## config.mk

```make
export PLATFORM = sky130hd
export DESIGN_NAME = tw_timer
export DESIGN_NICKNAME = d
export VERILOG_FILES = /design/src/tw_pkg.sv /design/src/tw_tick_if.sv /design/src/tw_tick_gen.sv /design/src/tw_timer.sv
export SDC_FILE = /design/constraint.sdc
export NUM_CORES = 1
export LEC_CHECK = 0
export ABC_AREA = 1
export BUFFER_PORTS_ARGS = -buffer_cell sky130_fd_sc_hd__clkbuf_2
export CAP_MARGIN = 10
export CORE_MARGIN = 8
export CORE_UTILIZATION = 45
export CTS_CLUSTER_DIAMETER = 50
export CTS_CLUSTER_SIZE = 12
export DETAILED_ROUTE_END_ITERATION = 10
export PLACE_DENSITY_LB_ADDON = 0.08
export REMOVE_ABC_BUFFERS = 1
export SLEW_MARGIN = 20
export SYNTH_ARGS = -nofsm -noshare
export SYNTH_HDL_FRONTEND = slang
export SYNTH_SLANG_ARGS = --single-unit
```

## constraint.sdc

```tcl
create_clock -name core_clk -period 5.5 [get_ports core_clk]
set_input_delay 0.55 -clock core_clk [delete_from_list [all_inputs] [get_ports core_clk]]
set_output_delay 0.55 -clock core_clk [all_outputs]
set_load 0.01 [all_outputs]
```

## src/tw_pkg.sv

```systemverilog
// constants, register map and types for the 16-bit timer waveform block
package tw_pkg;

  // register indices; byte address is four times the index
  localparam logic [7:0] IDX_CTRL_A = 8'h2F;
  localparam logic [7:0] IDX_CTRL_B = 8'h2E;
  localparam logic [7:0] IDX_COUNT = 8'h2C;
  localparam logic [7:0] IDX_CMP_A = 8'h2A;
  localparam logic [7:0] IDX_CMP_B = 8'h28;
  localparam logic [7:0] IDX_CAPTURE = 8'h26;
  localparam logic [7:0] IDX_IRQ_STATUS = 8'h30;
  localparam logic [7:0] IDX_IRQ_CLEAR = 8'h31;
  localparam logic [7:0] IDX_IRQ_ENABLE = 8'h32;

  // timer_output_mode_ctrl fields
  localparam int CHA_MODE_LSB = 6;
  localparam int CHB_MODE_LSB = 4;
  localparam int WAVE_LOW_LSB = 0;
  localparam logic [7:0] CTRL_A_WRITE_MASK = 8'hF3;
  localparam logic [7:0] CTRL_A_RESET = 8'h00;
  // second control register fields
  localparam int WAVE_HIGH_LSB = 3;
  localparam int TICK_SEL_LSB = 0;
  localparam logic [4:0] CTRL_B_RESET = 5'h00;

  // interrupt status bits
  localparam int ST_OVERFLOW = 0;
  localparam int ST_MATCH_A = 1;
  localparam int ST_MATCH_B = 2;

  // counter limits
  localparam logic [15:0] CNT_BOTTOM = 16'h0000;
  localparam logic [15:0] CNT_MAX = 16'hFFFF;
  localparam logic [15:0] TOP_8BIT = 16'h00FF;
  localparam logic [15:0] TOP_9BIT = 16'h01FF;
  localparam logic [15:0] TOP_10BIT = 16'h03FF;

  // waveform modes
  localparam logic [3:0] MODE_NORMAL = 4'h0;
  localparam logic [3:0] MODE_PC_8 = 4'h1;
  localparam logic [3:0] MODE_PC_9 = 4'h2;
  localparam logic [3:0] MODE_PC_10 = 4'h3;
  localparam logic [3:0] MODE_CTC_CMP = 4'h4;
  localparam logic [3:0] MODE_FAST_8 = 4'h5;
  localparam logic [3:0] MODE_FAST_9 = 4'h6;
  localparam logic [3:0] MODE_FAST_10 = 4'h7;
  localparam logic [3:0] MODE_PFC_CAP = 4'h8;
  localparam logic [3:0] MODE_PFC_CMP = 4'h9;
  localparam logic [3:0] MODE_PC_CAP = 4'hA;
  localparam logic [3:0] MODE_PC_CMP = 4'hB;
  localparam logic [3:0] MODE_CTC_CAP = 4'hC;
  localparam logic [3:0] MODE_RESERVED = 4'hD;
  localparam logic [3:0] MODE_FAST_CAP = 4'hE;
  localparam logic [3:0] MODE_FAST_CMP = 4'hF;

  // output-mode codes
  localparam logic [1:0] OM_OFF = 2'h0;
  localparam logic [1:0] OM_TOGGLE = 2'h1;
  localparam logic [1:0] OM_CLEAR = 2'h2;
  localparam logic [1:0] OM_SET = 2'h3;

  // tick source select codes and prescaler masks
  localparam logic [2:0] TS_STOP = 3'h0;
  localparam logic [2:0] TS_DIV1 = 3'h1;
  localparam logic [2:0] TS_DIV8 = 3'h2;
  localparam logic [2:0] TS_DIV64 = 3'h3;
  localparam logic [2:0] TS_DIV256 = 3'h4;
  localparam logic [2:0] TS_DIV1024 = 3'h5;
  localparam logic [2:0] TS_PIN_FALL = 3'h6;
  localparam logic [2:0] TS_PIN_RISE = 3'h7;
  localparam logic [9:0] DIV8_MASK = 10'h007;
  localparam logic [9:0] DIV64_MASK = 10'h03F;
  localparam logic [9:0] DIV256_MASK = 10'h0FF;
  localparam logic [9:0] DIV1024_MASK = 10'h3FF;

  typedef enum logic [3:0] {
    FAM_NORMAL = 4'b0001,
    FAM_FAST = 4'b0010,
    FAM_DUAL_TOP = 4'b0100,
    FAM_DUAL_BOT = 4'b1000
  } tw_family_type;

endpackage : tw_pkg

```

## src/tw_tick_if.sv

```systemverilog
// tick source select and timer tick enable between timer core and tick generator
`timescale 1ns/1ns
`default_nettype none
interface tw_tick_if;
  logic [2:0] tickSelect;
  logic timerTick;
  modport gen (input tickSelect, output timerTick);
  modport user (output tickSelect, input timerTick);
endinterface : tw_tick_if
`default_nettype wire

```

## src/tw_tick_gen.sv

```systemverilog
// prescaler and external tick pin edge detector producing the timer tick enable
`timescale 1ns/1ns
`default_nettype none
module tw_tick_gen
  import tw_pkg::*;
(
  input wire logic core_clk,
  input wire logic reset_n,
  input wire logic extTickPin,
  tw_tick_if.gen tickBus
);

  typedef struct packed {
    logic [9:0] preCount;
    logic pinS1;
    logic pinS2;
    logic pinS3;
    logic pinLevel;
  } tw_gen_state_type;

  tw_gen_state_type state;
  tw_gen_state_type next_state;
  logic pinRise;
  logic pinFall;

  // a pin change counts once the second and third stages agree
  assign pinRise = (state.pinS2 == state.pinS3) && state.pinS3 && !state.pinLevel;
  assign pinFall = (state.pinS2 == state.pinS3) && !state.pinS3 && state.pinLevel;

  always_comb begin
    next_state = state;
    next_state.preCount = state.preCount + 10'h001;
    next_state.pinS1 = extTickPin;
    next_state.pinS2 = state.pinS1;
    next_state.pinS3 = state.pinS2;
    if (state.pinS2 == state.pinS3) begin
      next_state.pinLevel = state.pinS3;
    end
  end

  always_ff @(posedge core_clk) begin
    if (!reset_n) begin
      state <= '0;
    end else begin
      state <= next_state;
    end
  end

  always_comb begin
    case (tickBus.tickSelect)
      TS_STOP: tickBus.timerTick = 1'b0;
      TS_DIV1: tickBus.timerTick = 1'b1;
      TS_DIV8: tickBus.timerTick = (state.preCount & DIV8_MASK) == DIV8_MASK;
      TS_DIV64: tickBus.timerTick = (state.preCount & DIV64_MASK) == DIV64_MASK;
      TS_DIV256: tickBus.timerTick = (state.preCount & DIV256_MASK) == DIV256_MASK;
      TS_DIV1024: tickBus.timerTick = (state.preCount & DIV1024_MASK) == DIV1024_MASK;
      TS_PIN_FALL: tickBus.timerTick = pinFall;
      TS_PIN_RISE: tickBus.timerTick = pinRise;
      default: tickBus.timerTick = 1'b0;
    endcase
  end

endmodule : tw_tick_gen
`default_nettype wire

```

## src/tw_timer.sv

```systemverilog
// 16-bit timer with waveform modes, two compare outputs and APB registers
// Contract
// - everything runs on core_clk; the timer tick is only an enable
// - nonzero output-mode code hands that channel's pin to the compare output, except code 01 in PWM modes with mode bit 3 clear
// - non-PWM codes: 00 off, 01 toggle, 10 clear, 11 set on match
// - fast PWM code 01: off unless mode bit 3; then A toggles, B reserved
// - fast PWM 10 clears on match, sets at bottom; 11 the inverse
// - fast PWM compare equal TOP with high code bit: match ignored, bottom acts
// - dual-slope 10 clears on up match, sets on down match; 11 inverse
// - dual-slope code 01: off unless mode bit 3; then A toggles, B reserved
// - waveform mode is two low bits here plus two high bits in second register
// - mode 0 tops at 0xFFFF, CLEAR_ON_MATCH_MODE 4/12 top from compare A/capture; immediate
// - phase correct 1,2,3,10,11: update at TOP, overflow at BOTTOM
// - fast PWM 5,6,7,14,15: update at BOTTOM, overflow at TOP
// - phase-frequency correct 8,9: update and overflow both at BOTTOM
// - bottom events use the same tick timing as top events
// - tick source: stopped, divide 1/8/64/256/1024, or pin edge
// - dual-slope counts bottom to TOP and back, holding TOP one tick
// - a counter write blocks every compare match on the next tick
//
// Decided for this implementation: register access over APB.
`timescale 1ns/1ns
`default_nettype none
module tw_timer
  import tw_pkg::*;
(
  input wire logic core_clk,
  input wire logic reset_n,
  input wire logic [9:0] paddr,
  input wire logic psel,
  input wire logic penable,
  input wire logic pwrite,
  input wire logic [31:0] pwdata,
  output logic [31:0] prdata,
  output logic pready,
  output logic pslverr,
  input wire logic extTickPin,
  output logic chanAWaveOut,
  output logic chanAPinOwned,
  output logic chanBWaveOut,
  output logic chanBPinOwned,
  output logic irq
);

  typedef struct packed {
    logic [7:0] ctrlA;
    logic [4:0] ctrlB;
    logic [15:0] count;
    logic countUp;
    logic [15:0] cmpBufA;
    logic [15:0] cmpBufB;
    logic [15:0] cmpA;
    logic [15:0] cmpB;
    logic [15:0] capture;
    logic [2:0] status;
    logic [2:0] enable;
    logic waveA;
    logic waveB;
    logic blockMatch;
    logic [31:0] rdata;
  } tw_state_type;

  tw_state_type state;
  tw_state_type next_state;
  tw_tick_if tickBus ();

  logic [3:0] waveMode;
  logic [1:0] codeA;
  logic [1:0] codeB;
  tw_family_type family;
  logic [15:0] topValue;
  logic tick;
  logic atTop;
  logic atBottom;
  logic matchA;
  logic matchB;
  logic updateNow;
  logic overflowNow;
  logic mapped;
  logic accessWrite;
  logic setupPhase;

  function automatic tw_family_type tw_family(input logic [3:0] mode);
    case (mode)
      MODE_FAST_8, MODE_FAST_9, MODE_FAST_10, MODE_FAST_CAP, MODE_FAST_CMP: begin
        tw_family = FAM_FAST;
      end
      MODE_PC_8, MODE_PC_9, MODE_PC_10, MODE_PC_CAP, MODE_PC_CMP: begin
        tw_family = FAM_DUAL_TOP;
      end
      MODE_PFC_CAP, MODE_PFC_CMP: tw_family = FAM_DUAL_BOT;
      default: tw_family = FAM_NORMAL;
    endcase
  endfunction : tw_family

  function automatic logic [15:0] tw_top(input logic [3:0] mode, input logic [15:0] cmp,
                                         input logic [15:0] cap);
    case (mode)
      MODE_PC_8, MODE_FAST_8: tw_top = TOP_8BIT;
      MODE_PC_9, MODE_FAST_9: tw_top = TOP_9BIT;
      MODE_PC_10, MODE_FAST_10: tw_top = TOP_10BIT;
      MODE_CTC_CMP, MODE_PFC_CMP, MODE_PC_CMP, MODE_FAST_CMP: tw_top = cmp;
      MODE_CTC_CAP, MODE_PFC_CAP, MODE_PC_CAP, MODE_FAST_CAP: tw_top = cap;
      default: tw_top = CNT_MAX;
    endcase
  endfunction : tw_top

  // next level of one compare output
  function automatic logic tw_wave_step(input tw_family_type fam, input logic [1:0] code,
                                        input logic isChanA, input logic bit3,
                                        input logic match, input logic bottom,
                                        input logic up, input logic cmpAtTop,
                                        input logic cur);
    logic v;
    logic pwmToggle;
    v = cur;
    pwmToggle = bit3 && isChanA;
    case (fam)
      FAM_NORMAL: begin
        if (match) begin
          case (code)
            OM_TOGGLE: v = !cur;
            OM_CLEAR: v = 1'b0;
            OM_SET: v = 1'b1;
            default: v = cur;
          endcase
        end
      end
      FAM_FAST: begin
        if (bottom && code == OM_CLEAR) begin
          v = 1'b1;
        end
        if (bottom && code == OM_SET) begin
          v = 1'b0;
        end
        if (match && !(code[1] && cmpAtTop)) begin
          case (code)
            OM_TOGGLE: v = pwmToggle ? !cur : cur;
            OM_CLEAR: v = 1'b0;
            OM_SET: v = 1'b1;
            default: v = cur;
          endcase
        end
      end
      FAM_DUAL_TOP, FAM_DUAL_BOT: begin
        if (match) begin
          case (code)
            OM_TOGGLE: v = pwmToggle ? !cur : cur;
            OM_CLEAR: v = !up;
            OM_SET: v = up;
            default: v = cur;
          endcase
        end
      end
      default: v = cur;
    endcase
    return v;
  endfunction : tw_wave_step

  tw_tick_gen tickGen (
    .core_clk(core_clk),
    .reset_n(reset_n),
    .extTickPin(extTickPin),
    .tickBus(tickBus.gen)
  );

  assign tickBus.tickSelect = state.ctrlB[TICK_SEL_LSB +: 3];
  assign tick = tickBus.timerTick;
  assign waveMode = {state.ctrlB[WAVE_HIGH_LSB +: 2], state.ctrlA[WAVE_LOW_LSB +: 2]};
  assign codeA = state.ctrlA[CHA_MODE_LSB +: 2];
  assign codeB = state.ctrlA[CHB_MODE_LSB +: 2];
  assign family = tw_family(waveMode);
  assign topValue = tw_top(waveMode, state.cmpA, state.capture);
  assign atTop = state.count == topValue;
  assign atBottom = state.count == CNT_BOTTOM;
  assign matchA = tick && !state.blockMatch && state.count == state.cmpA;
  assign matchB = tick && !state.blockMatch && state.count == state.cmpB;

  // update and overflow points, each seen on the tick that holds the value
  always_comb begin
    case (family)
      FAM_FAST: begin
        updateNow = tick && atBottom;
        overflowNow = tick && atTop;
      end
      FAM_DUAL_TOP: begin
        updateNow = tick && atTop && state.countUp;
        overflowNow = tick && atBottom && !state.countUp;
      end
      FAM_DUAL_BOT: begin
        updateNow = tick && atBottom && !state.countUp;
        overflowNow = tick && atBottom && !state.countUp;
      end
      default: begin
        updateNow = 1'b0;
        overflowNow = tick && state.count == CNT_MAX;
      end
    endcase
  end

  // register decode
  assign setupPhase = psel && !penable;
  assign accessWrite = psel && penable && pwrite && mapped;
  always_comb begin
    mapped = paddr[1:0] == 2'h0;
    case (paddr[9:2])
      IDX_CTRL_A, IDX_CTRL_B, IDX_COUNT, IDX_CMP_A, IDX_CMP_B, IDX_CAPTURE,
      IDX_IRQ_STATUS, IDX_IRQ_CLEAR, IDX_IRQ_ENABLE: mapped = mapped;
      default: mapped = 1'b0;
    endcase
  end

  always_comb begin
    next_state = state;
    // counting sequence
    if (tick) begin
      next_state.blockMatch = 1'b0;
      if (family == FAM_DUAL_TOP || family == FAM_DUAL_BOT) begin
        if (state.countUp) begin
          if (state.count >= topValue) begin
            next_state.countUp = 1'b0;
            next_state.count = (topValue == CNT_BOTTOM) ? CNT_BOTTOM : state.count - 16'h0001;
          end else begin
            next_state.count = state.count + 16'h0001;
          end
        end else if (atBottom) begin
          next_state.countUp = 1'b1;
          next_state.count = (topValue == CNT_BOTTOM) ? CNT_BOTTOM : 16'h0001;
        end else begin
          next_state.count = state.count - 16'h0001;
        end
      end else begin
        next_state.countUp = 1'b1;
        next_state.count = (state.count >= topValue) ? CNT_BOTTOM : state.count + 16'h0001;
      end
    end
    if (updateNow) begin
      next_state.cmpA = state.cmpBufA;
      next_state.cmpB = state.cmpBufB;
    end
    next_state.waveA = tw_wave_step(family, codeA, 1'b1, waveMode[3], matchA,
                                    tick && atBottom, state.countUp,
                                    state.cmpA == topValue, state.waveA);
    next_state.waveB = tw_wave_step(family, codeB, 1'b0, waveMode[3], matchB,
                                    tick && atBottom, state.countUp,
                                    state.cmpB == topValue, state.waveB);
    // read data captured in the setup cycle
    if (setupPhase) begin
      case (paddr[9:2])
        IDX_CTRL_A: next_state.rdata = {24'h000000, state.ctrlA};
        IDX_CTRL_B: next_state.rdata = {27'h0000000, state.ctrlB};
        IDX_COUNT: next_state.rdata = {16'h0000, state.count};
        IDX_CMP_A: next_state.rdata = {16'h0000, state.cmpBufA};
        IDX_CMP_B: next_state.rdata = {16'h0000, state.cmpBufB};
        IDX_CAPTURE: next_state.rdata = {16'h0000, state.capture};
        IDX_IRQ_STATUS: next_state.rdata = {29'h00000000, state.status};
        IDX_IRQ_ENABLE: next_state.rdata = {29'h00000000, state.enable};
        default: next_state.rdata = 32'h00000000;
      endcase
    end
    // register writes
    if (accessWrite) begin
      case (paddr[9:2])
        IDX_CTRL_A: next_state.ctrlA = pwdata[7:0] & CTRL_A_WRITE_MASK;
        IDX_CTRL_B: next_state.ctrlB = pwdata[4:0];
        IDX_COUNT: begin
          next_state.count = pwdata[15:0];
          next_state.blockMatch = 1'b1;
        end
        IDX_CMP_A: begin
          next_state.cmpBufA = pwdata[15:0];
          if (family == FAM_NORMAL) begin
            next_state.cmpA = pwdata[15:0];
          end
        end
        IDX_CMP_B: begin
          next_state.cmpBufB = pwdata[15:0];
          if (family == FAM_NORMAL) begin
            next_state.cmpB = pwdata[15:0];
          end
        end
        IDX_CAPTURE: next_state.capture = pwdata[15:0];
        IDX_IRQ_CLEAR: next_state.status = state.status & ~pwdata[2:0];
        IDX_IRQ_ENABLE: next_state.enable = pwdata[2:0];
        default: next_state.enable = state.enable;
      endcase
    end
    // events win over a clear in the same cycle
    if (overflowNow) begin
      next_state.status[ST_OVERFLOW] = 1'b1;
    end
    if (matchA) begin
      next_state.status[ST_MATCH_A] = 1'b1;
    end
    if (matchB) begin
      next_state.status[ST_MATCH_B] = 1'b1;
    end
  end

  always_ff @(posedge core_clk) begin
    if (!reset_n) begin
      state <= '0;
      state.ctrlA <= CTRL_A_RESET;
      state.ctrlB <= CTRL_B_RESET;
      state.countUp <= 1'b1;
    end else begin
      state <= next_state;
    end
  end

  assign pready = 1'b1;
  assign pslverr = psel && penable && !mapped;
  assign prdata = state.rdata;
  assign chanAWaveOut = state.waveA;
  assign chanBWaveOut = state.waveB;
  // direction bit set outside enables the driver; family[0] is non-PWM
  assign chanAPinOwned = codeA[1] || (codeA[0] && (family[0] || waveMode[3]));
  assign chanBPinOwned = codeB[1] || (codeB[0] && (family[0] || waveMode[3]));
  assign irq = |(state.status & state.enable);
endmodule : tw_timer
`default_nettype wire

```

==> summary.txt, run 1 <==
Outcome
  – Status: completed

Power
  – Internal: 1.72 mW
  – Leak: 4.71 nW
  – Sequential share of power: approximately 44%
  – Comb pwr share: just under 5%
  – PD cells: between 200 and 250 nW/um^2
  – Sw Share: between 20% and 30%
  – Clk pwr share: around half
  – NetSw: ~700 uW
  – Max IR drop VDD: roughly 0.16 mV
  – Total power: between 2 and 2.5 mW

STA
  – Min Tclk post-route: between 4000 and 5000 ps
  – Hold Slack: about 300 ps
  – RSZ-0062 raised after global routing: no
  – Final Slew Violations: 0
  – Fmax: 0.228 GHz
  – Skew final: around 19 ps
  – Final worst-path cycle share: 79.6%
  – Final hold viol count: 0
  – Final setup violation count: 0
  – Slew HR: between 20% and 30%
  – Setup TNS: 0 ps
  – Worst slew pin tran: around 1100 ps

Die
  – Num rows: 55
  – Die area: 27700 sq um
  – Core area: 22400 sq um
  – Initial Util: between 40% and 50%
  – Die width: approximately 170 um
  – Chip Height: 166 um
  – Ports: slightly below 90

Worst setup path
  – Slowest library cell on the worst path: dfxtp_1
  – Req. time, crit path: 5820 ps
  – CP max FO: 21
  – Top Family by Delay on Critical Path: simple AND/OR/NAND/NOR gates
  – R2r endpoint: state[122]$_SDFF_PN0_
  – CP startpoint kind: register
  – Crit Path Class: reg -> reg
  – Crit path DAT: around 4700 ps
  – CP endpoint kind: register
  – Cell mode on critical path: nand2_1
  – Cells along the critical path: inv_2 -> nor2_4 -> nand2_2 -> nand2_4 -> nand2_4 -> nand3_1 -> inv_1 -> ha_1 -> nand2_1 -> nor3_1 -> nand4_1 -> nor3b_1 -> nand2_1 -> inv_1 -> o21ai_0 -> o21ai_0 -> nand2_1 -> a21oi_1
  – Worst Reg-to-Reg Cells: 18
  – Reg-to-reg slack, setup: about 1100 ps
  – CP max stage delay: 530 ps
  – RR Startpoint: state[142]$_SDFFE_PN0P_
  – Worst Path Buf+Inv: 3

Clock network
  – CTS resizes: 0
  – Worst-skew pair later-pin latency: between 400 and 500 ps
  – CTS tree: done
  – Inserted Clock Buffers: 17
  – Hold buffer count at CTS: 0
  – Clock buffer depth: 2
  – Htree depth: 4
  – CTS Sinks: around 150
  – CTS clk-pin slew, worst paths: around 80 ps
  – Root buffer cell: clkbuf_16
  – Post-CTS setup buffers: 0

Placement
  – Number of I/O port buffers: between 50 and 60
  – RD Place Congestion: 0.965
  – Inst Count DP: 1891
  – Post-DP HPWL: 27.5 mm

Synthesis
  – Mapped Area: between 10000 and 15000 sq um
  – Post-synthesis sequential area ratio: between 20% and 30%
  – Top cells by area, synth: dfxtp_1 (29%), nand2_1 (15%), nor2_1 (7.0%)
  – Synth Register Bits: approximately 150
  – Main synth FF type: dfxtp_1
  – Post-synth EDFFs: 0
  – Unique masters post-synth: 52
  – Share of the synthesized area in the top cell type: a little under 30%
  – Synth async-reset ratio: 0%
  – Cell count after synthesis: around 1600
  – Yosys top cell by area: dfxtp_1
  – Synthesis Warnings: 0
  – Syn Area/Cell: 6.25 sq um

Run
  – Max cap viols: 0

Worst hold path
  – Min-delay worst type: in -> reg
  – Worst hold path depth: 3
  – Hold_sp: extTickPin
  – WHS Endpoint: tickGen.next_state[2]$_SDFF_PN0_

GRT
  – Overflow after GRT: 0
  – Initial antenna violation count: 0
  – First-pass GRT wire length: about 57 mm
  – Tot GR Track Use: between 20% and 30%
  – Number of global-route vias before repair: 9818
  – Largest net degree at the start of global routing: between 50 and 60

Routing
  – First-pass DRT Iterations: 6
  – ANT nets after route: 0
  – # DRC: 0
  – Post-DR wirelength/cell: 19.3 um
  – Vias per Instance: roughly 5.6
  – Routed WL: approximately 37 mm
  – DR vias: 10800
  – Iteration-0 DRC Markers: roughly 1100

Cells and area
  – NumNets Final: between 1500 and 2000
  – Commonest non-fill, non-tap cells in the layout: nand2_1 (416), nor2_1 (190), inv_1 (175)
  – Commonest non-fill, non-tap cell in the layout: nand2_1
  – Fraction of layout cells with a size suffix above 1: 8.06%
  – Area growth from synthesis to layout: 8.17%
  – Non-Filler Instances: between 1500 and 2000
  – Antenna Cells: 0
  – Fin util: between 40 and 50%
power by group through the flow:
| stage | combinational (mW) | sequential (mW) | clock, mW |
|---|---|---|---|
| after detailed placement | 0.117 | 1.10 | 0 |
| final | 0.119 | 1.07 | 1.24 |
| after global placement | 0.116 | 1.10 | 0 |
| after floorplan | 0.0620 | 1.09 | 0 |
| after CTS | 0.117 | 1.07 | 1.26 |
| after global routing | 0.130 | 1.07 | 1.30 |
registers in the layout, summed over array words and instances (netlist names):
name,flops
chanBWaveOut,1
state,111
chanAWaveOut,1
codeB,2
prdata,16
codeA,2
tickGen.state,12
tickGen.next_state,2
final cells by class:
type / instances / area [sq um]
well taps: 285 / 357
fillers: 2384 / 11400
multi-input cells: 1207 / 6030
clock inverters: 15 / 199
clock buffers: 17 / 425
flip-flops and latches: 147 / 2940
inverters: 190 / 714
repair buffers: 62 / 333
worst max path at each step:
stage | from | end | slack, ps | cells after the start
after floorplan | state[142]$_SDFFE_PN0P_ | state[133]$_SDFF_PN0_ | 2300 | 21
after global placement | state[142]$_SDFFE_PN0P_ | state[122]$_SDFF_PN0_ | 1270 | 18
after detailed placement | state[142]$_SDFFE_PN0P_ | state[122]$_SDFF_PN0_ | 1190 | 18
after CTS | state[142]$_SDFFE_PN0P_ | state[122]$_SDFF_PN0_ | 1160 | 18
after global routing | state[142]$_SDFFE_PN0P_ | state[137]$_SDFF_PN0_ | 680 | 21
final | state[142]$_SDFFE_PN0P_ | state[122]$_SDFF_PN0_ | 1120 | 18
per-stage QoR:
step / worst slack [ps] / cell area [sq um]
after floorplan: 2300 / 9680
after global placement: 1270 / 10400
after detailed placement: 1190 / 10400
after CTS: 1160 / 11000
after global routing: 679 / 11000
final: 1120 / 11000
worst min-delay path: cells and delay by family:
family | cells | cell delay (ps)
buf+inv | 2 | 110
simple gates | 1 | 40
Yosys cell counts, types with 13 or more instances:
library cell,count
buf_4,40
a211oi_1,16
buf_2,14
dfxtp_1,147
clkbuf_1,39
nor3_1,18
o21ai_0,106
nand2_1,416
xor2_1,13
nand4_1,47
inv_1,176
ha_1,22
a31oi_1,28
nor2_1,190
a21oi_1,122
o21a_1,26
nand3_1,80
xnor2_1,14
metal layers:
metal / part of all wire (%) / GRT usage (%)
met1: 47 / 36.9
met2: 43 / 39.6
met3: 7.6 / 5.25
met4: 2.2 / 8.11
met5: 0 / 0
kinds of logic (layout without fill, tap and decap cells):
group                      after synthesis  after routing  share of synthesized area, %
and+or+nand+nor                        799            799                          34.3
DFF                                    147            147                          28.9
adders and majority gates               22             22                          2.71
xor gates and xnor gates                27             27                          2.33
buffers and inverters                  287            284                          12.3
other                                    2             17                        0.0739
AOI/OAI and AO/OA                      342            342                          19.3
Power figures use the tool's default switching activity.
==> run 2: changes to the inputs <==
--- a/config.mk
+++ b/config.mk
@@ -5,7 +5,7 @@
 export SDC_FILE = /design/constraint.sdc
 export NUM_CORES = 1
 export LEC_CHECK = 0
-export ABC_AREA = 1
+export ABC_AREA = 0
 export BUFFER_PORTS_ARGS = -buffer_cell sky130_fd_sc_hd__clkbuf_2
 export CAP_MARGIN = 10
 export CORE_MARGIN = 8
==> constraint.sdc (replaced) <==
create_clock -name core_clk -period 3.8 [get_ports core_clk]
set_input_delay 0.38 -clock core_clk [delete_from_list [all_inputs] [get_ports core_clk]]
set_output_delay 0.38 -clock core_clk [all_outputs]
set_load 0.01 [all_outputs]
==> run 2 against run 1 <==
  * Power grew 40%
  * Synthesized area shrank 0.70%
  * Setup slack lost 950 ps
  * Global-route usage grew 0.44 points
  * Critical path type unchanged
  * Highest routed layer unchanged
==> summary.txt, run 2 <==
Synthesis
  – Post-synth EDFFs: 0
  – Synth async-reset ratio: 0%
  – Share of the synthesized area in the top cell type: roughly 29%
  – Syn Area/Cell: ~7.4 sq um
  – Main synth FF type: dfxtp_1
  – Top cells by area, synth: dfxtp_1 (29%), nand2_1 (6.6%), a21oi_1 (5.9%)
  – Mapped Area: about 10000 sq um
  – Synth Register Bits: 147
  – Post-synthesis sequential area ratio: roughly 29%
  – Most numerous cell in the Yosys netlist: nand2_1
  – Cell count after synthesis: between 1000 and 1500
  – Yosys top cell by area: dfxtp_1
  – Synthesis Warnings: 0
  – Post-synth top cells: nand2_1 (177), dfxtp_1 (147), nor2_1 (120)
  – Unique masters post-synth: 80

Worst setup path
  – Crit path DAT: 3990 ps
  – CP max FO: 19
  – RR Startpoint: state[141]$_SDFFE_PN0P_
  – Req. time, crit path: between 4000 and 5000 ps
  – R2r endpoint: state[135]$_SDFF_PN0_
  – Worst Reg-to-Reg Cells: 16
  – Reg-to-reg slack, setup: between 150 and 200 ps
  – Crit path to: state[135]$_SDFF_PN0_
  – CP endpoint kind: register
  – CP startpoint kind: register
  – Crit Path Class: reg -> reg
  – Start point of the critical path: state[141]$_SDFFE_PN0P_

Routing
  – Routed WL: between 30 and 40 mm
  – Vias per Instance: 6.19
  – DR vias: around 10000
  – First-pass DRT Iterations: 5
  – # DRC: 0
  – ANT nets after route: 0
  – Post-DR wirelength/cell: 22.5 um
  – Iteration-0 DRC Markers: approximately 1100

Outcome
  – Status: completed

Clock network
  – Clock buffer depth: 2
  – Worst-skew pair later-pin latency: 440 ps
  – CTS Sinks: ~150
  – Inserted Clock Buffers: 17
  – Htree depth: 4
  – Post-CTS setup buffers: 0
  – CTS clk-pin slew, worst paths: ~70 ps
  – CTS tree: done
  – Root buffer cell: clkbuf_16

Cells and area
  – Commonest non-fill, non-tap cell in the layout: nand2_1
  – Non-Filler Instances: ~1700
  – Fin util: 51.1%
  – Commonest non-fill, non-tap cells in the layout: nand2_1 (176), dfxtp_1 (145), a21oi_1 (118), nor2_1 (118), buf_4 (90)
  – Antenna Cells: 0
  – Fraction of layout cells with a size suffix above 1: 15.3%
  – NumNets Final: approximately 1500
  – Area growth from synthesis to layout: 13.2%
  – Largest register FFs: roughly 110
  – Largest Register: state

STA
  – Final worst-path cycle share: a little over nine tenths
  – Final Slew Violations: 0
  – Final hold viol count: 0
  – Setup ws final: ~170 ps
  – Worst slew pin tran: 930 ps
  – Skew final: around 13 ps
  – Min Tclk post-route: between 3000 and 4000 ps
  – Final setup violation count: 0
  – RSZ-0062 raised after global routing: no
  – Fmax: roughly 0.28 GHz
  – Slew HR: a little under two fifths
  – Hold Slack: approximately 140 ps

Die
  – Ports: between 80 and 90
  – Die width: about 170 um
  – Chip Height: about 170 um
  – Num rows: 55
  – Die area: between 20000 and 30000 sq um
  – Core area: between 20000 and 25000 sq um
  – Initial Util: 45.1%

Power
  – PD cells: between 200 and 300 nW/um^2
  – Leak: 4.91 nW
  – Max IR drop VDD: between 0.2 and 0.3 mV

Placement
  – Inst Count DP: around 1700
  – RD Place Congestion: 0.941
  – Pre-CTS setup slack: -19.6 ps
  – Number of I/O port buffers: 53
  – Post-DP HPWL: 27.6 mm

GRT
  – First-pass GRT wire length: between 50 and 60 mm
  – Tot GR Track Use: a little over a quarter
  – Overflow after GRT: 0
  – Number of global-route vias before repair: roughly 10000
  – Largest net degree at the start of global routing: between 50 and 60
  – Initial antenna violation count: 0

Worst hold path
  – Min-delay worst type: in -> reg

Run
  – Max cap viols: 0
[run 2: changes by cell type in the layout (fill, tap and decap cells not counted), sizes merged, moves of 49 or more]
cell / delta
nand2: -250
inv: -137
buf: +84
nor2: -77
mux2i: +49
[run 2: worst min path at each step]
stage / from / to / slack [ps] / cells after the start
global route: extTickPin / tickGen.next_state[2]$_SDFF_PN0_ / 160 / 2
finish: extTickPin / tickGen.next_state[2]$_SDFF_PN0_ / 140 / 2
CTS: extTickPin / tickGen.next_state[2]$_SDFF_PN0_ / 140 / 2
floorplan: tickGen.next_state[2]$_SDFF_PN0_ / tickGen.next_state[1]$_SDFF_PN0_ / 410 / 1
global placement: tickGen.next_state[2]$_SDFF_PN0_ / tickGen.next_state[1]$_SDFF_PN0_ / 410 / 1
detailed placement: tickGen.next_state[2]$_SDFF_PN0_ / tickGen.next_state[1]$_SDFF_PN0_ / 430 / 1
[run 2: kinds of logic (layout without fill, tap and decap cells)]
group                      count (synthesis)  count (layout)  share of synthesized area (%)
AOI/OAI and AO/OA                        386             386                           24.9
xor gates and xnor gates                  64              64                           5.55
adders and majority gates                 23              23                           2.83
buffers and inverters                    190             224                           8.87
DFF                                      147             147                           29.1
muxes                                     52              52                           5.30
other                                      2              17                         0.0744
and+or+nand+nor                          495             495                           23.3
[run 2: repair_timing]
action / 4_1_cts / 5_1_grt
pin swaps: 0 / 2
resized for setup: 3 / 10
hold buffers: 0 / 0
setup endpoints to repair: 33 / 48
[run 2: layout make-up]
type	count	area, sq um
repair buffers	146	1000
inverters	46	175
fillers	2217	10900
clock inverters	15	145
flip-flops and latches	147	2950
multi-input cells	1037	6380
well taps	285	357
clock buffers	17	425
[run 2: per-stage QoR]
step                      power, mW  cell area [sq um]  setup TNS, ps
after global routing           3.51              11400              0
after CTS                      3.43              11400              0
final                          3.41              11400              0
after global placement         1.76              10800          -25.5
after floorplan                1.66               9430         -43110
after detailed placement       1.76              10800          -85.0
[run 2: worst max-delay path: stages (launching register included)]
cell      delay [ps]
dfxtp_1          400
buf_12           180
nand2b_1          90
buf_4            160
a31o_2           290
a21oi_1          220
inv_1             80
ha_1             220
nor4_2           270
nand2_1           80
o221ai_1         240
nand3_2          180
nand2b_2         260
or4_1            490
o211ai_1         110
a21oi_1           90
a211oi_2         200
[run 2: power by group]
part           total [mW]  switching, mW  internal (mW)
logic               0.172          0.126         0.0455
registers            1.56        0.00595           1.55
clock network        1.68          0.811          0.870
[run 2: routing by layer]
layer | routed length (um) | global-route usage [%] | vias to the layer above
li1 | - | - | 4926
met1 | 17200 | 36.2 | 5065
met2 | 17600 | 43.6 | 440
met3 | 2470 | 3.30 | 53
met4 | 787 | 8.06 | 0
met5 | 0 | 0 | -
==> run 3: changes to the inputs <==
--- a/config.mk
+++ b/config.mk
@@ -18,4 +18,5 @@
 export SLEW_MARGIN = 20
 export SYNTH_ARGS = -nofsm -noshare
 export SYNTH_HDL_FRONTEND = slang
+export SYNTH_HIERARCHICAL = 1
 export SYNTH_SLANG_ARGS = --single-unit
==> run 3 against run 2 <==
  * Critical path depth shrank 5
  * Synthesized area grew 1.7%
  * Sequential power is essentially flat
  * Wire length grew 5.9%
  * Clock-buffer cell count is the same
  * Non-clock buffer count grew 22
  * Register-to-register slack lost 40 ps
  * First-iteration DRC count grew 23%
  * Hold slack lost 7.3 ps
  * Die area grew 1.5%
  * Via count grew 4.7%
  * Power grew 4.7%
==> summary.txt, run 3 <==
Routing
  – DR vias: 11000
  – First-pass DRT Iterations: 7
  – ANT nets after route: 0
  – Routed WL: between 40 and 50 mm
  – # DRC: 0
  – Post-DR wirelength/cell: between 20 and 25 um
  – Vias per Instance: about 6.4
  – Iteration-0 DRC Markers: 1386

Clock network
  – CTS tree: done
  – Clock buffer depth: 2
  – Htree depth: 4
  – CTS Sinks: around 150
  – Worst-skew pair later-pin latency: roughly 440 ps
  – Root buffer cell: clkbuf_16
  – CTS clk-pin slew, worst paths: 80 ps
  – Inserted Clock Buffers: 17

Die
  – Chip Height: 167 um
  – Die width: between 150 and 200 um
  – Initial Util: 45.6%
  – Ports: 87
  – Core area: 22500 sq um
  – Num rows: between 50 and 60
  – Die area: 27900 sq um

Power
  – Sequential share of power: 43.6%
  – Leak: about 4.5 nW
  – Internal: ~2.6 mW
  – PD cells: slightly above 300 nW/um^2
  – Clk pwr share: between 50 and 60%
  – Max IR drop VDD: between 0.3 and 0.4 mV
  – Comb pwr share: roughly 5.3%
  – NetSw: ~1.0 mW
  – Sw Share: between 20% and 30%

Worst setup path
  – Crit Path Class: reg -> reg
  – CP max FO: 26
  – Req. time, crit path: approximately 4200 ps
  – Cells along the critical path: or4b_4 -> o22ai_2 -> ha_1 -> nand4_1 -> nor4_2 -> nand2_1 -> o22ai_1 -> a21oi_4 -> buf_4 -> o221ai_1 -> a31oi_1
  – Slowest library cell on the worst path: a21oi_4
  – CP startpoint kind: register
  – CP endpoint kind: register
  – Crit path DAT: between 4000 and 5000 ps
  – CP max stage delay: between 700 and 800 ps
  – Reg-to-reg slack, setup: 120 ps

GRT
  – Number of global-route vias before repair: approximately 10000
  – Initial antenna violation count: 0
  – Overflow after GRT: 0
  – First-pass GRT wire length: ~62 mm
  – Largest net degree at the start of global routing: between 100 and 150
  – Tot GR Track Use: approximately 28%

Synthesis
  – Post-synth top cells: dfxtp_1 (147), nand2_1 (143), a21oi_1 (129)
  – Most numerous cell in the Yosys netlist: dfxtp_1
  – Unique masters post-synth: 86
  – Synthesis Warnings: 6
  – Cell count after synthesis: 1374
  – Synth async-reset ratio: 0%
  – Post-synth EDFFs: 0
  – Syn Area/Cell: 7.47 sq um
  – Post-synthesis sequential area ratio: between 20% and 30%
  – Main synth FF type: dfxtp_1
  – Top cells by area, synth: dfxtp_1 (29%), a21oi_1 (6.3%), nand2_1 (5.2%)
  – Mapped Area: about 10000 sq um
  – Share of the synthesized area in the top cell type: 28.7%
  – Synth Register Bits: 147
  – Yosys top cell by area: dfxtp_1

STA
  – Final hold viol count: 0
  – Worst slew pin tran: 977 ps
  – Final worst-path cycle share: 96.7%
  – Fmax: about 0.27 GHz
  – Final setup violation count: 0
  – Slew HR: between 30% and 40%
  – Setup TNS: 0 ps
  – RSZ-0062 raised after global routing: no
  – Min Tclk post-route: between 3000 and 4000 ps
  – Skew final: roughly 13 ps
  – Hold Slack: 135 ps
  – Setup ws final: ~120 ps
  – Final Slew Violations: 0

Placement
  – RD Place Congestion: between 0.9 and 1
  – Post-DP Area: around 11000 sq um
  – Number of I/O port buffers: 53
  – Post-DP HPWL: around 30 mm
  – Pre-CTS setup slack: ~37 ps

Cells and area
  – Fraction of layout cells with a size suffix above 1: about 17%
  – Area growth from synthesis to layout: 14.4%
  – NumNets Final: about 1500
  – Antenna Cells: 0
  – Commonest non-fill, non-tap cells in the layout: nand2_1 (143), dfxtp_1 (143), a21oi_1 (128)
  – Design area: between 10000 and 15000 sq um
  – Largest register FFs: ~110
  – Largest Register: state
  – FILL cells: 2276

Outcome
  – Status: completed

Run
  – Max cap viols: 0

Worst hold path
  – Min-delay worst type: in -> reg
-- run 3: cell count changes after synthesis, sizes merged, moves of 16 or more --
cell    previous run  this run
nand2            178       144
nand3             46        64
xor2              53        37
o21ai             73        54
clkbuf            74        90
o22ai             15        39
o221ai             3        20
mux2i             49        19
xnor2             11        28
a211oi            45        17
-- run 3: final timing paths --
path / depth (start not counted) / end / start
max: 11 / state[78]$_SDFF_PN0_ / state[142]$_SDFFE_PN0P_
min: 2 / tickGen/next_state[2]$_SDFF_PN0_ / extTickPin
max reg2reg: 11 / state[78]$_SDFF_PN0_ / state[142]$_SDFFE_PN0P_
min reg2reg: 1 / tickGen/next_state[1]$_SDFF_PN0_ / tickGen/next_state[2]$_SDFF_PN0_
-- run 3: power groups by stage --
stage / sequential [mW] / combinational (mW) / clock [mW]
final: 1.56 / 0.190 / 1.82
after global routing: 1.56 / 0.206 / 1.90
after CTS: 1.56 / 0.188 / 1.84
after detailed placement: 1.59 / 0.187 / 0
after global placement: 1.59 / 0.186 / 0
after floorplan: 1.59 / 0.0863 / 0
-- run 3: layout make-up --
type | count | area [sq um] | area share (%)
Clock inverter | 15 | 209 | 1.78
Inverter | 34 | 129 | 1.10
Tap cell | 285 | 357 | 3.03
Timing Repair Buffer | 168 | 1170 | 9.92
Multi-Input combinational cell | 1056 | 6520 | 55.4
Sequential cell | 147 | 2950 | 25.1
Clock buffer | 17 | 425 | 3.62
-- run 3: per-stage QoR --
stage / util (%) / std cells / power (mW)
final: 52.2 / 1722 / 3.57
after global routing: 52.2 / 1722 / 3.67
after CTS: 52.1 / 1722 / 3.58
after detailed placement: 49.3 / 1690 / 1.78
after global placement: 49.3 / 1690 / 1.78
after floorplan: - / 1237 / 1.68
-- run 3: critical path: cells and delay by family (launching register included) --
kind	cells	cell delay, ps
AOI/OAI and AO/OA	5	1550
and+or+nand+nor	4	1010
DFF	1	410
adders and majority gates	1	320
buffers and inverters	1	300
-- run 3: routing by layer --
metal	part of all wire, %	GRT usage (%)	up-vias
li1	-	-	5114
met5	0	0	-
met3	8.2	5.98	56
met4	2.3	8.30	0
met1	44	37.9	5325
met2	45	44.6	483
-- run 3: cell families (layout without fill, tap and decap cells) --
logic type,Yosys count,in the layout,share of synthesized area (%)
simple gates,523,523,25.8
compound gates,406,406,26.1
buf+inv,186,234,8.80
flops,147,147,28.7
xor+xnor,65,65,5.54
mux,23,23,2.29
fa+ha+maj,22,22,2.68
other cells,2,17,0.0731
-- run 3: timing repair --
| action | 4_1_cts | 5_1_grt |
|---|---|---|
| endpoints found under the setup margin | 0 | 44 |
| gates resized for setup | 0 | 9 |
| hold buffers | 0 | 0 |
| buffers inserted | 0 | 0 |
